$ cat src/pkg/hco_cfg.svh
// Notes on behaviour
// [RULE_01] Three-bit code picks one of eight frequencies.
// [RULE_02] Crystal divided except low-frequency source selected.
// [RULE_03] Pin drives host clock from reset.
// [RULE_04] Crystal stops while sleeping.
// [RULE_05] Sleep with low-frequency enable gives 32.768 kHz.
// [RULE_06] Idle and receive use the selected code.
// [RULE_07] Sleep without low-frequency enable stops clock.
// [RULE_08] Tail field adds 0, 128, 256, 512 cycles.
// [RULE_09] Pending interrupt keeps clock and crystal running.
// [RULE_10] Control register layout and reset value.
// [RULE_11] Switch and stop only while clock low.
`ifndef HCO_CFG_SVH
`define HCO_CFG_SVH

// ============================================================
// Clock rates and divider counts.
`define HCO_SYS_HZ 125000000
`define HCO_F30M 30000000
`define HCO_F15M 15000000
`define HCO_F10M 10000000
`define HCO_F4M 4000000
`define HCO_F3M 3000000
`define HCO_F2M 2000000
`define HCO_F1M 1000000
`define HCO_HALF_CNT(f) (8'((`HCO_SYS_HZ) / (2 * (f))))

// ============================================================
// Control register address, reset value and fields.
`define HCO_CTRL_ADDR 8'h0a
`define HCO_CTRL_RST 6'h0b
`define HCO_CTRL_RST_CODE 3'h3
`define HCO_CODE_LF 3'h7
`define HCO_TAIL_NONE 2'h0
`define HCO_TAIL_128 10'h080
`define HCO_TAIL_256 10'h100
`define HCO_TAIL_512 10'h200

`endif

$ cat src/pkg/hco_pkg.sv
package hco_pkg;

  // Control register contents, bits 5:0.
  typedef struct packed {
    logic [1:0] tail;
    logic lf_en;
    logic [2:0] code;
  } hco_ctrl_s;

  // Register port request.
  typedef struct packed {
    logic wr;
    logic rd;
    logic [7:0] addr;
    logic [7:0] wdata;
  } hco_reg_req_s;

  // Output clock state.
  typedef enum logic [1:0] {
    HCO_ST_RUN,
    HCO_ST_TAIL,
    HCO_ST_LF,
    HCO_ST_OFF
  } hco_state_e;

endpackage

$ cat src/hco_div.sv
`timescale 1ns/100ps
`include "hco_cfg.svh"

module hco_div (
  // Clock and reset.
  input wire logic sys_clk_in,
  input wire logic reset_n_in,
  // Control.
  input wire logic run_in,
  input wire logic [7:0] half_cnt_in,
  // Half-period enable pulse.
  output logic tick_out
);
  import hco_pkg::*;

  logic [7:0] cnt_reg;

  // Counts sys clocks and pulses once per half period.
  always_ff @(posedge sys_clk_in) begin
    if (!reset_n_in || !run_in) begin
      cnt_reg <= 8'h00;
    end else if (cnt_reg >= half_cnt_in - 8'h01) begin
      cnt_reg <= 8'h00;
    end else begin
      cnt_reg <= cnt_reg + 8'h01;
    end
  end

  assign tick_out = run_in && (cnt_reg >= half_cnt_in - 8'h01);

endmodule // hco_div

$ cat src/hco_top.sv
`timescale 1ns/100ps
`include "hco_cfg.svh"

module hco_top (
  // Clock and reset.
  input wire logic sys_clk_in,
  input wire logic reset_n_in,
  // Register port.
  input wire hco_pkg::hco_reg_req_s reg_req_in,
  output logic [7:0] reg_rdata_out,
  // Operating mode and interrupt state.
  input wire logic sleep_cmd_in,
  input wire logic irq_pending_in,
  // Low-frequency sources, asynchronous pins.
  input wire logic rc_osc_in,
  input wire logic ext_32k_in,
  input wire logic lf_ext_sel_in,
  // Host clock pin and status.
  output logic host_clock_pin_out,
  output logic host_clock_pin_oe_out,
  output logic xtal_enable_out,
  output logic sleep_active_out
);
  import hco_pkg::*;

  hco_ctrl_s ctrl_reg;
  hco_state_e state_reg;
  logic [2:0] cur_code_reg;
  logic pin_reg;
  logic [9:0] tail_cnt_reg;
  logic [9:0] tail_target;
  logic [7:0] half_cnt;
  logic [1:0] rc_sync_reg;
  logic [1:0] ext_sync_reg;
  logic lf_prev_reg;
  logic lf_level;
  logic lf_edge;
  logic div_tick;
  logic use_lf;
  logic tick;
  logic sleep_eff;
  logic ctrl_hit;

  // ============================================================
  // Register port.
  assign ctrl_hit = (reg_req_in.addr == `HCO_CTRL_ADDR);

  // Control register write.
  always_ff @(posedge sys_clk_in) begin
    if (!reset_n_in) begin
      // [RULE_10] Printed reset value.
      ctrl_reg <= `HCO_CTRL_RST;
    end else if (reg_req_in.wr && ctrl_hit) begin
      // [RULE_10] Field layout store.
      ctrl_reg <= reg_req_in.wdata[5:0];
    end
  end

  // Read data, upper two bits and unmapped addresses read zero.
  always_ff @(posedge sys_clk_in) begin
    if (!reset_n_in) begin
      reg_rdata_out <= 8'h00;
    end else if (reg_req_in.rd) begin
      reg_rdata_out <= ctrl_hit ? {2'h0, ctrl_reg} : 8'h00;
    end
  end

  // ============================================================
  // Low-frequency source synchronisers and edge detect.
  always_ff @(posedge sys_clk_in) begin
    if (!reset_n_in) begin
      rc_sync_reg <= 2'h0;
      ext_sync_reg <= 2'h0;
      lf_prev_reg <= 1'h0;
    end else begin
      rc_sync_reg <= {rc_sync_reg[0], rc_osc_in};
      ext_sync_reg <= {ext_sync_reg[0], ext_32k_in};
      lf_prev_reg <= lf_level;
    end
  end

  // [RULE_02] Pick the low-frequency source.
  assign lf_level = lf_ext_sel_in ? ext_sync_reg[1] : rc_sync_reg[1];
  assign lf_edge = lf_level != lf_prev_reg;

  // ============================================================
  // Crystal divider.
  // [RULE_01] Code to half-period count.
  always_comb begin
    case (cur_code_reg)
      3'h0: half_cnt = `HCO_HALF_CNT(`HCO_F30M);
      3'h1: half_cnt = `HCO_HALF_CNT(`HCO_F15M);
      3'h2: half_cnt = `HCO_HALF_CNT(`HCO_F10M);
      3'h3: half_cnt = `HCO_HALF_CNT(`HCO_F4M);
      3'h4: half_cnt = `HCO_HALF_CNT(`HCO_F3M);
      3'h5: half_cnt = `HCO_HALF_CNT(`HCO_F2M);
      default: half_cnt = `HCO_HALF_CNT(`HCO_F1M);
    endcase
  end

  hco_div u_div (
    .sys_clk_in(sys_clk_in),
    .reset_n_in(reset_n_in),
    .run_in(xtal_enable_out && !use_lf),
    .half_cnt_in(half_cnt),
    .tick_out(div_tick)
  );

  // [RULE_05] Sleep low-frequency path ignores the code.
  assign use_lf = (state_reg == HCO_ST_LF) || (cur_code_reg == `HCO_CODE_LF);
  assign tick = use_lf ? lf_edge : div_tick;

  // [RULE_09] Pending interrupt holds off sleep.
  assign sleep_eff = sleep_cmd_in && !irq_pending_in;

  // [RULE_08] Tail length decode.
  always_comb begin
    case (ctrl_reg.tail)
      2'h1: tail_target = `HCO_TAIL_128;
      2'h2: tail_target = `HCO_TAIL_256;
      default: tail_target = `HCO_TAIL_512;
    endcase
  end

  // ============================================================
  // Output state machine.
  always_ff @(posedge sys_clk_in) begin
    if (!reset_n_in) begin
      state_reg <= HCO_ST_RUN;
    end else begin
      case (state_reg)
        HCO_ST_RUN: begin
          // [RULE_11] Leave only while low.
          if (sleep_eff && !pin_reg) begin
            if (ctrl_reg.lf_en) begin
              state_reg <= HCO_ST_LF;
            end else if (ctrl_reg.tail == `HCO_TAIL_NONE) begin
              // [RULE_11] Stop only when no rise is due, so no runt pulse.
              if (!tick) begin
                state_reg <= HCO_ST_OFF;
              end
            end else begin
              state_reg <= HCO_ST_TAIL;
            end
          end
        end
        HCO_ST_TAIL: begin
          if (!sleep_eff) begin
            state_reg <= HCO_ST_RUN;
          // [RULE_07] Stop after the last tail fall.
          end else if (tick && pin_reg && tail_cnt_reg + 10'h001 == tail_target) begin
            state_reg <= HCO_ST_OFF;
          end
        end
        HCO_ST_LF: begin
          // [RULE_06] Back to selected code on wake.
          if (!sleep_eff && !pin_reg) begin
            state_reg <= HCO_ST_RUN;
          end
        end
        HCO_ST_OFF: begin
          if (!sleep_eff) begin
            state_reg <= HCO_ST_RUN;
          end
        end
        default: state_reg <= HCO_ST_RUN;
      endcase
    end
  end

  // Tail cycle counter, counts falling edges of the pin.
  always_ff @(posedge sys_clk_in) begin
    if (!reset_n_in || state_reg != HCO_ST_TAIL) begin
      tail_cnt_reg <= 10'h000;
    end else if (tick && pin_reg) begin
      // [RULE_08] Count tail cycles.
      tail_cnt_reg <= tail_cnt_reg + 10'h001;
    end
  end

  // Active code follows the register only while the pin is low.
  always_ff @(posedge sys_clk_in) begin
    if (!reset_n_in) begin
      cur_code_reg <= `HCO_CTRL_RST_CODE;
    end else if (!pin_reg && (tick || state_reg == HCO_ST_OFF)) begin
      // [RULE_11] Code change at low phase.
      cur_code_reg <= ctrl_reg.code;
    end
  end

  // Pin toggles on each half-period pulse and stays low when stopped.
  always_ff @(posedge sys_clk_in) begin
    if (!reset_n_in || state_reg == HCO_ST_OFF) begin
      pin_reg <= 1'h0;
    end else if (tick) begin
      // [RULE_06] Toggle at selected rate.
      pin_reg <= !pin_reg;
    end
  end

  // [RULE_03] Pin driven from reset onward.
  assign host_clock_pin_out = pin_reg;
  assign host_clock_pin_oe_out = 1'h1;
  // [RULE_04] Crystal off in sleep states.
  assign xtal_enable_out = (state_reg == HCO_ST_RUN) || (state_reg == HCO_ST_TAIL);
  assign sleep_active_out = (state_reg == HCO_ST_LF) || (state_reg == HCO_ST_OFF);

  // ============================================================
  // Assertions.
  AST_CTRL_RESET: assert property (@(posedge sys_clk_in) disable iff (!reset_n_in) // RULE_10
    $past(!reset_n_in) |-> ctrl_reg == `HCO_CTRL_RST)
    else $error("Control register reset value wrong.");

  AST_CTRL_WRITE: assert property (@(posedge sys_clk_in) disable iff (!reset_n_in) // RULE_10
    reg_req_in.wr && ctrl_hit |=> ctrl_reg == $past(reg_req_in.wdata[5:0]))
    else $error("Control write not stored.");

  AST_OFF_LOW: assert property (@(posedge sys_clk_in) disable iff (!reset_n_in) // RULE_07
    state_reg == HCO_ST_OFF |=> !pin_reg)
    else $error("Pin not low while stopped.");

  AST_LF_XTAL_OFF: assert property (@(posedge sys_clk_in) disable iff (!reset_n_in) // RULE_04
    state_reg == HCO_ST_LF |-> !xtal_enable_out && use_lf)
    else $error("Crystal running in low-frequency sleep.");

  AST_IRQ_WAKE: assert property (@(posedge sys_clk_in) disable iff (!reset_n_in) // RULE_09
    irq_pending_in && state_reg == HCO_ST_OFF |=> xtal_enable_out)
    else $error("Interrupt did not restart clock.");

  AST_TAIL_COUNT: assert property (@(posedge sys_clk_in) disable iff (!reset_n_in) // RULE_08
    $past(state_reg) == HCO_ST_TAIL && state_reg == HCO_ST_OFF |-> $past(tail_cnt_reg) + 10'h001 == tail_target)
    else $error("Tail length wrong.");

  AST_PIN_ON_TICK: assert property (@(posedge sys_clk_in) disable iff (!reset_n_in) // RULE_11
    $rose(pin_reg) |-> $past(tick) && $past(state_reg) != HCO_ST_OFF)
    else $error("Pin rose without enable pulse.");

  AST_ENTER_LF: assert property (@(posedge sys_clk_in) disable iff (!reset_n_in) // RULE_05
    state_reg == HCO_ST_RUN && sleep_eff && ctrl_reg.lf_en && !pin_reg |=> state_reg == HCO_ST_LF)
    else $error("Low-frequency sleep not entered.");

  AST_READ_BACK: assert property (@(posedge sys_clk_in) disable iff (!reset_n_in) // RULE_10
    reg_req_in.rd && ctrl_hit |=> reg_rdata_out == {2'h0, $past(ctrl_reg)})
    else $error("Read data mismatch.");

  AST_STOP_CLEAN: assert property (@(posedge sys_clk_in) disable iff (!reset_n_in) // RULE_11
    state_reg == HCO_ST_RUN ##1 state_reg == HCO_ST_OFF |-> !pin_reg)
    else $error("Pin left high when clock stopped.");

  COV_LF: cover property (@(posedge sys_clk_in) disable iff (!reset_n_in)
    state_reg == HCO_ST_RUN ##1 state_reg == HCO_ST_LF);
  COV_TAIL_OFF: cover property (@(posedge sys_clk_in) disable iff (!reset_n_in)
    state_reg == HCO_ST_TAIL ##1 state_reg == HCO_ST_OFF);
  COV_WAKE: cover property (@(posedge sys_clk_in) disable iff (!reset_n_in)
    state_reg == HCO_ST_OFF ##1 state_reg == HCO_ST_RUN);

endmodule // hco_top

$ cat config.mk
export PLATFORM = sky130hd
export DESIGN_NAME = hco_top
export DESIGN_NICKNAME = d
export VERILOG_FILES = /design/src/pkg/hco_pkg.sv /design/src/hco_div.sv /design/src/hco_top.sv
export VERILOG_INCLUDE_DIRS = /design/src /design/src/pkg
export SDC_FILE = /design/constraint.sdc
export NUM_CORES = 1
export LEC_CHECK = 0
export ABC_AREA = 0
export BUFFER_PORTS_ARGS = -buffer_cell sky130_fd_sc_hd__buf_2
export CORE_MARGIN = 2
export CORE_UTILIZATION = 30
export CTS_BUF_LIST = sky130_fd_sc_hd__clkbuf_4 sky130_fd_sc_hd__clkbuf_8
export DETAILED_ROUTE_END_ITERATION = 16
export PLACE_DENSITY = 0.49
export SKIP_CTS_REPAIR_TIMING = 1
export SYNTH_ARGS = -nofsm -noshare
export SYNTH_HDL_FRONTEND = slang
export SYNTH_SLANG_ARGS = --single-unit
export TNS_END_PERCENT = 10
$ cat constraint.sdc
create_clock -name sys_clk_in -period 3 [get_ports sys_clk_in]
set_input_delay 0.6 -clock sys_clk_in [delete_from_list [all_inputs] [get_ports sys_clk_in]]
set_output_delay 0.6 -clock sys_clk_in [all_outputs]
set_load 0.03 [all_outputs]
# [Yosys cells after proc, flatten, opt, wreduce, memory -nomap -nowiden]
# Index checks and enable logic that the tools add are counted.
[classes] n_addsub=3 n_lt_le_gt_ge=1 n_eq_ne=20 mux=14 reduce_logical=27
[op_table] operator="$pmux W6 S6" count=1
[op_table] operator="$pmux W10 S2" count=1
[op_table] operator="$mux W2" count=8
[op_table] operator="$add A10 B1 Y10 const B" count=1
[op_table] operator="$eq A10 B10 Y1" count=1
[op_table] operator="$eq A3 B3 Y1 const B" count=3
[op_table] operator="$logic_and A1 B1 Y1" count=9
[op_table] operator="$add A8 B1 Y8 const B" count=1
[op_table] operator="$eq A8 B4 Y1 const B" count=1
[op_table] operator="$ge A8 B8 Y1" count=1
[op_table] operator="$pmux W2 S4" count=1
[op_table] operator="$logic_or A1 B1 Y1" count=7
[op_table] operator="$sub A6 B1 Y7 const B" count=1
[op_table] operator="$eq A2 B2 Y1 const B" count=3
[op_table] operator="$eq A3 B2 Y1 const B" count=2
[op_table] operator="$logic_not A1 Y1" count=6
[op_table] operator="$mux W6" count=1
[op_table] operator="$reduce_and A5 Y1" count=1
[op_table] operator="$eq A2 B1 Y1 const B" count=2
[op_table] operator="$logic_not A2 Y1" count=2
[op_table] operator="$ne A2 B1 Y1 const B" count=2
[op_table] operator="$ne A2 B2 Y1 const B" count=2
[op_table] operator="$ne A4 B4 Y1 const B" count=1
[op_table] operator="$eq A3 B1 Y1 const B" count=1
[op_table] operator="5 further kinds" count=6
[totals] regBits=43

# [Logic depth before layout (Yosys ltp)]
# Gate-level depths: netlist (run 1).
[logic_depth] ltp_word=11 depth_mapped=13

# [By module]
# A second synthesis (run 1) with hierarchy kept.
[hier_totals] cells_unflattened=274 hier_area_um2=2347.3
[modules_own_cells] mod="hco_top" instances=1 cells_per_inst=206 area_per_inst_um2=1742.9 seq_area_each_um2=660.6
[modules_own_cells] mod="hco_div" instances=1 cells_per_inst=68 area_per_inst_um2=604.3 seq_area_each_um2=160.2

# [Worst setup path before layout (run 1)]
# No wires, ideal clock.
[synth_timing] path_kind="register to register" startpoint="register cur_code_reg[1]" endpoint="register tail_cnt_reg[9]" setup_time_ps=70 arrival_time_ps=2602 path_slack_ps=328 path_stages_with_launch=14 n_path_buf=2 synth_period_minus_slack_ps=2672 cell_sequence="dfxtp_1 -> buf_2 -> xor2_1 -> nand2_1 -> ha_1 -> xor2_1 -> ha_1 -> nand2_1 -> o21ai_1 -> a21oi_2 -> o21a_1 -> buf_6 -> or4_1 -> a21oi_1"
[synth_between] elab_chain_len=7
[synth_rtl] element="start, declared" line="hco_top.sv:28" source="logic [2:0] cur_code_reg;"
[synth_rtl] element="start signal, assigned" line="hco_top.sv:184" source="cur_code_reg <= `HCO_CTRL_RST_CODE;"
[synth_rtl] element="start signal, assigned" line="hco_top.sv:187" source="cur_code_reg <= ctrl_reg.code;"
[synth_rtl] element="$eq A3 B3 Y1 (tied with other cells)" line="hco_top.sv:90" source="case (cur_code_reg)"
[synth_rtl] element="$pmux W6 S6 or $logic_or A1 B1 Y1 (tied branches)" line="hco_top.sv:90, hco_top.sv:110"
[synth_rtl] element="$sub A6 B1 Y7 or $logic_not A1 Y1 (tied branches)" line="hco_div.sv:29, hco_top.sv:104"
[synth_rtl] element="$ge A8 B8 Y1 or $logic_and A1 B1 Y1 (tied branches)" line="hco_div.sv:29, hco_top.sv:104"
[synth_rtl] element="$logic_and A1 B1 Y1" line="hco_div.sv:29" source="assign tick_out = run_in && (cnt_reg >= half_cnt_in - 8'h01);"
[synth_rtl] element="$mux W1 *" line="hco_top.sv:111" source="assign tick = use_lf ? lf_edge : div_tick;"
[synth_rtl] element="$logic_and A1 B1 Y1 *" line="hco_top.sv:175" source="end else if (tick && pin_reg) begin"
[synth_rtl] element="end signal, assigned" line="hco_top.sv:177" source="tail_cnt_reg <= tail_cnt_reg + 10'h001;"
[synth_rtl] element="end, declared" line="hco_top.sv:30" source="logic [9:0] tail_cnt_reg;"
# Mark *: on every way between the ends. The rest lies on a longest branch, timed or not.
# A chain may end at the register's enable or synchronous reset.

# [Final worst setup path (run 1)]
[layout_timing] startpoint="register cur_code_reg[2]" endpoint="register state_reg[0]"
[layout_between] elab_chain_len=10
[layout_rtl] element="$eq A3 B3 Y1 (tied with other cells)" line="hco_top.sv:90"
[layout_rtl] element="$pmux W6 S6 or $logic_or A1 B1 Y1 (tied branches)" line="hco_top.sv:90, hco_top.sv:110"
[layout_rtl] element="$sub A6 B1 Y7 or $logic_not A1 Y1 (tied branches)" line="hco_div.sv:29, hco_top.sv:104"
[layout_rtl] element="$ge A8 B8 Y1 or $logic_and A1 B1 Y1 (tied branches)" line="hco_div.sv:29, hco_top.sv:104"
[layout_rtl] element="$logic_and A1 B1 Y1" line="hco_div.sv:29"
[layout_rtl] element="$mux W1 *" line="hco_top.sv:111"
[layout_rtl] element="$logic_and A1 B1 Y1 (2 in series)" line="hco_top.sv:151" source="end else if (tick && pin_reg && tail_cnt_reg + 10'h001 == tail_target) begin"
[layout_rtl] element="$ne A3 B3 Y1 (no source line)"
[layout_rtl] element="$reduce_and A5 Y1 (no source line) *"
[layout_rtl] element="end signal, assigned" line="hco_top.sv:149" source="state_reg <= HCO_ST_RUN;"
[layout_rtl] element="end signal, assigned" line="hco_top.sv:152" source="state_reg <= HCO_ST_OFF;"
[layout_rtl] element="end signal, assigned" line="hco_top.sv:158" source="state_reg <= HCO_ST_RUN;"
[layout_rtl] element="end, declared" line="hco_top.sv:27" source="hco_state_e state_reg;"
# Marks and branches as above.

==> flow_metrics.py, run 1 <==
metrics = {
    "die": {
        "initial_core_util_pct": 30.6,
        "ios": 37,
        "die_w_um": 92.3,
        "core-area_um2": 7650,
        "die-height_um": 92.3,
        "die_area_um2": 8530,
        "std_cell_rows": 32,
    },
    "finish": {
        "drive_gt1_share_pct": 18.1,
        "post-route-util_pct": 34.9,
        "n_fill_cell": 787,
        "syn2layout_area_growth_pct": 14.1,
        "nNetsFinal": 343,
        "largest_register_ffs": 10,
        "regArea_um2": 821,
        "diodes": 0,
        "multi_input_area_um2": 1400,
    },
    "routing": {
        "drtAntennaViolNets": 0,
        "vias_per_cell": 4.75,
        "routedWlPerCell_um": 11.7,
        "drt_iter0_drc": 69,
        "remaining_drc_errors": 0,
        "vias": 1927,
        "drt-total-wl_um": 4760,
        "drtPass1Iterations": 4,
    },
    "sta": {
        "tightest_slew_ns": 0.505,
        "drv_slew": 0,
        "setup_tns_ns": 0,
        "skew_ns": 0.00753,
        "max-slew-margin-rel_pct": 66.2,
        "setup_violations": 0,
        "finalHoldViolCount": 0,
        "period_share_pct": 92.7,
        "period_minus_slack_ns": 2.78,
        "max_freq_mhz": 360,
    },
    "hold_path": {
        "hp-class": "register to register",
        "holdCritStartpoint": "ext_sync_reg[0]",
    },
    "job": {
        "cap_violations": 0,
    },
    "setup_path": {
        "cp-start-kind": "register",
        "end_kind": "register",
        "worstSetupStartpoint": "cur_code_reg[2]",
        "cp.required_ns": 3.26,
        "arrival_ns": 3.04,
        "crit_type": "register to register",
        "critPathMaxFanout": 6,
        "r2r-start": "cur_code_reg[2]",
    },
    "yosys": {
        "synthCells": 276,
        "synthFlopType": "dfxtp_1",
        "ys_warn_count": 0,
        "ys_ff_latch": 41,
        "syn_avg_cell_area_um2": 8.48,
        "ys_seq_area_share_pct": 35.1,
        "async_reset_ff_share_pct": 0,
        "syn-cell-area_um2": 2340,
        "synth_edf_count": 0,
        "synth_cell_types": 51,
    },
    "grt": {
        "antenna_found_initial": 0,
        "grt_pass1_vias": 1766,
        "grt_max_degree": 26,
        "grt_first_pass_wirelength_um": 8140,
        "grt-ovfl-total": 0,
        "grt_usage_pct": 11.8,
    },
    "run_status": {
        "status": "finished, final reports clean",
    },
    "pwr": {
        "power_density_nw_per_um2": 388,
        "ir_drop_mv": 0.219,
        "leakage_nw": 1.07,
    },
    "cts": {
        "clock_sinks": 41,
        "cts.clk_slew.worst_paths_ns": 0.10,
        "clock_latency_ns": 0.31,
        "cts_tree": "yes",
        "numCtsBuffers": 5,
        "h-tree-depth": 2,
        "cts_root_buf": "clkbuf_8",
        "clockBufferDepth": 2,
    },
    "placed_design": {
        "hpwl_um": 3550,
        "gp_congestion": 0.790,
        "port_buffers": 31,
    },
}
==> cell usage after synthesis, types with 3 or more instances <==
| cell type | number | share of area [%] |
|---|---|---|
| dfxtp_1 | 41 | 35 |
| nand2_1 | 27 | 4.3 |
| nand3_1 | 27 | 5.8 |
| nor2_1 | 17 | 2.7 |
| ha_1 | 15 | 8.0 |
| a21oi_1 | 11 | 2.4 |
| xnor2_1 | 10 | 3.7 |
| a21boi_0 | 9 | 2.9 |
| nand2b_1 | 9 | 2.4 |
| a31oi_1 | 8 | 2.1 |
| xor2_1 | 8 | 3.0 |
| and2_1 | 7 | 1.9 |
| mux2i_1 | 7 | 3.0 |
| clkbuf_1 | 6 | 0.96 |
| inv_1 | 6 | 0.96 |
| buf_4 | 5 | 1.6 |
| nor2b_1 | 5 | 1.3 |
| nor3_1 | 4 | 0.86 |
| o21ai_0 | 4 | 0.86 |
| or4_1 | 4 | 1.3 |
| and3_1 | 3 | 0.80 |
| buf_2 | 3 | 0.64 |
| o211ai_1 | 3 | 0.96 |
| o31ai_1 | 3 | 0.96 |
==> layout make-up <==
class | instances | area share, %
Clock inverter | 3 | 1.08
Inverter | 8 | 1.12
Clock buffer | 5 | 2.58
Tap cell | 102 | 4.78
Multi-Input combinational cell | 211 | 52.5
Timing Repair Buffer | 36 | 7.21
Sequential cell | 41 | 30.7
==> worst max-delay path: stages, from the launching register on <==
cell,delay (ns)
dfxtp_1,0.38
xor2_1,0.16
nand2_1,0.11
ha_1,0.26
xor2_1,0.17
ha_1,0.31
a211oi_1,0.29
o21ai_2,0.12
a21oi_2,0.22
o21ai_2,0.16
a2111oi_2,0.39
o211a_1,0.17
==> through the flow <==
step	cell area (um^2)	setup WS [ns]	hold slack [ns]	instances	power [mW]
final	2670	0.219	0.440	406	1.04
after global routing	2670	-0.0517	0.480	406	1.08
after CTS	2660	0.125	0.441	406	1.05
after detailed placement	2560	0.155	0.417	398	0.639
after global placement	2560	0.198	0.417	398	0.638
after floorplan	2340	0.328	0.412	277	0.616
==> logic make-up after synthesis <==
group / Yosys count / share of synthesized area [%]
simple gates: 117 / 26.3
compound gates: 51 / 14.9
flops: 41 / 35.1
buf+inv: 25 / 5.66
xor+xnor: 18 / 6.73
fa+ha+maj: 15 / 8.02
mux: 7 / 2.99
other cells: 2 / 0.321
==> cells in the final DEF, fill, tap and decap left out, drive strengths merged, types with 2 or more instances in the layout <==
cell type / Yosys / final
or4: 4 / 4
conb: 2 / 3
xor2: 8 / 8
a21boi: 9 / 9
a21oi: 12 / 12
a31oi: 8 / 8
nor2: 17 / 17
xnor2: 10 / 10
or3: 2 / 2
clkbuf: 7 / 5
o21a: 2 / 2
mux2i: 7 / 7
nor2b: 5 / 5
nand2: 27 / 27
nor3: 5 / 5
ha: 15 / 15
buf: 10 / 36
inv: 7 / 10
nand3: 27 / 27
and2: 7 / 7
o211ai: 3 / 3
o31ai: 3 / 3
nand2b: 9 / 9
and3: 4 / 4
o21ai: 7 / 7
dfxtp: 41 / 41
and4: 2 / 2
nand4: 2 / 2
==> layer usage <==
metal	GRT usage, %	part of all wire [%]	up-vias
li1	-	-	1021
met1	15.6	50	863
met2	19.0	44	38
met3	2.36	4.1	5
met4	4.10	1.5	0
met5	0	0	-
==> report_power, final <==
part	leakage (nW)	switching (mW)	total (mW)	internal, mW
Sequential	0.332	0.00721	0.559	0.551
Clock	0.0511	0.235	0.411	0.176
Combinational	0.685	0.0388	0.0667	0.0280
==> worst paths after layout <==
check	cells past startpoint	slack [ns]	end
worst max-delay path	11	0.22	state_reg[0]
worst min-delay path	1	0.44	ext_sync_reg[1]
worst max register to register	11	0.22	state_reg[0]
worst min register to register	1	0.44	ext_sync_reg[1]
Note: power is estimated with default switching activity, not from simulation.
==> run 2, diff against run 1 <==
--- a/config.mk
+++ b/config.mk
@@ -6,7 +6,7 @@
 export SDC_FILE = /design/constraint.sdc
 export NUM_CORES = 1
 export LEC_CHECK = 0
-export ABC_AREA = 0
+export ABC_AREA = 1
 export BUFFER_PORTS_ARGS = -buffer_cell sky130_fd_sc_hd__buf_2
 export CORE_MARGIN = 2
 export CORE_UTILIZATION = 30
==> run 2 against run 1 <==
- critical endpoint is now tail_cnt_reg[2]
- cell area decreased by 0.89%
- via count up 2.1%
- utilization increased by 1.2 points
- final cell count up 13%
- highest routed layer unchanged
- synthesized area shrank 1.9%
- setup slack better by 0.32 ns
- sequential cell count unchanged
==> flow_metrics.py, run 2 <==
metrics = {
    "run_status": {
        "status": "finished, final reports clean",
    },
    "cts": {
        "cts_tree": "yes",
        "numCtsBuffers": 5,
        "clockBufferDepth": 2,
        "clock_latency_ns": 0.29,
        "h-tree-depth": 2,
        "cts_root_buf": "clkbuf_8",
        "clock_sinks": 41,
        "cts.clk_slew.worst_paths_ns": 0.08,
    },
    "yosys": {
        "synth_top_family_by_area": "simple AND/OR/NAND/NOR gates",
        "syn-cell-area_um2": 2300,
        "yosysMostFrequentCell": "nand2_1",
        "syn_avg_cell_area_um2": 7.03,
        "synth_xor_area_share_pct": 2.67,
        "yosys.area.top_type_share_pct": 35.7,
        "synth_fa_ha_area_share_pct": 8.17,
        "muxShareOfSynthArea_pct": 0,
        "synthCells": 327,
        "synth_area_leaders": "dfxtp_1, nand2_1, ha_1, inv_1, nor2_1",
        "synth_compound_area_share_pct": 12.1,
        "synth_edf_count": 0,
        "ys_ff_latch": 41,
        "synth_cell_types": 33,
        "async_reset_ff_share_pct": 0,
        "synthFlopType": "dfxtp_1",
        "ys_warn_count": 0,
        "synth_commonest_cells": "nand2_1, inv_1, dfxtp_1",
        "ys_seq_area_share_pct": 35.7,
        "synth_simple_gate_area_share_pct": 30.8,
        "synth_top_area_cell": "dfxtp_1",
    },
    "placed_design": {
        "gp_congestion": 0.819,
        "port_buffers": 31,
        "hpwl_um": 3460,
    },
    "sta": {
        "rsz0062_at_grt": "false",
        "drv_slew": 0,
        "setup_violations": 0,
        "period_share_pct": 81.9,
        "setup_tns_ns": 0,
        "skew_ns": 0.0131,
        "period_minus_slack_ns": 2.46,
        "max_freq_mhz": 407,
        "finalHoldViolCount": 0,
    },
    "routing": {
        "routedWlPerCell_um": 9.57,
        "vias": 1968,
        "drt-total-wl_um": 4390,
        "drtPass1Iterations": 4,
        "drtAntennaViolNets": 0,
        "remaining_drc_errors": 0,
        "vias_per_cell": 4.30,
        "drt_iter0_drc": 44,
    },
    "finish": {
        "final_common_cell": "nand2_1",
        "largest_register_ffs": 10,
        "syn2layout_area_growth_pct": 15.3,
        "post-route-util_pct": 36.1,
        "diodes": 0,
        "nNetsFinal": 398,
        "n_fill_cell": 792,
        "regArea_um2": 821,
        "final_cell_mix": "nand2_1, inv_1, dfxtp_1, nor2_1, buf_2",
        "drive_gt1_share_pct": 15.3,
        "multi_input_area_um2": 1250,
    },
    "setup_path": {
        "critPathMaxFanout": 13,
        "r2r-start": "cur_code_reg[2]",
        "arrival_ns": 2.67,
        "worstSetupStartpoint": "cur_code_reg[2]",
        "crit_type": "register to register",
        "crit_end": "tail_cnt_reg[2]",
        "rrSetupSlack_ns": 0.54,
        "r2r-end": "tail_cnt_reg[2]",
        "cp.required_ns": 3.21,
        "worst_r2r_path_depth": 17,
        "cp-start-kind": "register",
        "end_kind": "register",
    },
    "hold_path": {
        "hp-class": "register to register",
    },
    "die": {
        "initial_core_util_pct": 31.3,
        "die-height_um": 91.5,
        "die_area_um2": 8370,
        "core-area_um2": 7330,
        "ios": 37,
        "std_cell_rows": 31,
        "die_w_um": 91.5,
    },
    "grt": {
        "antenna_found_initial": 0,
        "grt_usage_pct": 11.0,
        "grt_first_pass_wirelength_um": 7600,
        "grt_pass1_vias": 1781,
        "grt-ovfl-total": 0,
        "grt_max_degree": 23,
    },
    "pwr": {
        "leakage_nw": 1.32,
        "ir_drop_mv": 0.276,
        "power_density_nw_per_um2": 636,
    },
    "job": {
        "cap_violations": 0,
    },
}
[run 2: cell count changes after synthesis, sizes merged, moves of 6 or more]
| cell | delta |
|---|---|
| a21oi | +6 |
| o21ai | +9 |
| nand2 | +64 |
| a21boi | -9 |
| inv | +41 |
| nor2 | +21 |
| xnor2 | -8 |
| and2 | -7 |
| mux2i | -7 |
| a31oi | -8 |
| nand3 | -11 |
| nand2b | -9 |
[run 2: how the worst min path moves through the flow]
stage | endpoint | startpoint | cells after the start | slack [ns]
6_report | rc_sync_reg[1] | rc_sync_reg[0] | 2 | 0.42
2_1_floorplan | ext_sync_reg[1] | ext_sync_reg[0] | 2 | 0.39
3_5_place_dp | rc_sync_reg[1] | rc_sync_reg[0] | 2 | 0.40
3_3_place_gp | ext_sync_reg[1] | ext_sync_reg[0] | 2 | 0.40
4_1_cts | rc_sync_reg[1] | rc_sync_reg[0] | 2 | 0.42
5_1_grt | rc_sync_reg[1] | rc_sync_reg[0] | 2 | 0.44
[run 2: final cells by class]
type / count / share of cell area [%]
Multi-Input combinational cell: 231 / 47.1
Clock buffer: 6 / 3.12
Timing Repair Buffer: 31 / 5.86
Clock inverter: 2 / 1.42
Tap cell: 99 / 4.68
Sequential cell: 41 / 31.0
Inverter: 48 / 6.81
[run 2: metrics by stage]
step	setup WS [ns]	hold slack (ns)	instances	cell area, um^2	power [mW]
floorplan	0.822	0.390	328	2300	1.12
global placement	0.531	0.397	450	2530	1.24
detailed placement	0.524	0.399	450	2530	1.25
CTS	0.506	0.418	458	2650	1.72
global route	0.284	0.439	458	2650	1.82
finish	0.543	0.419	458	2650	1.68
[run 2: critical path, cell delays in order (launching register included)]
cell and delay (ns):
dfxtp_1 0.43, o21a_1 0.16, nand2_1 0.08, ha_1 0.24, xor2_1 0.15, inv_1 0.05, ha_1 0.26, nand2_1 0.04
inv_1 0.05, nand2_1 0.04, nand2_1 0.06, nand2_1 0.06, nand2_1 0.09, nand2_4 0.07, nand2_4 0.08, nand2_2 0.15
or2_1 0.25, a21oi_1 0.11
[run 2: power by group]
group	internal, mW	switching, mW	total (mW)
Sequential	0.602	0.0655	0.668
Clock	0.271	0.193	0.464
Combinational	0.205	0.347	0.552
[run 2: layer usage]
layer  track usage (%)  up-vias  wire, um
li1                  -     1090         -
met1              14.2      833      2190
met2              17.6       39      1890
met3              3.07        6       234
met4              3.79        0        63
met5                 0        -         0
[run 2: cell families (layout without fill, tap and decap cells)]
| group | Yosys count | after routing |
|---|---|---|
| and+or+nand+nor | 160 | 160 |
| buffers and inverters | 56 | 87 |
| other | 2 | 3 |
| adders and majority gates | 15 | 15 |
| AOI/OAI and AO/OA | 46 | 46 |
| xor gates and xnor gates | 7 | 7 |
| DFF | 41 | 41 |
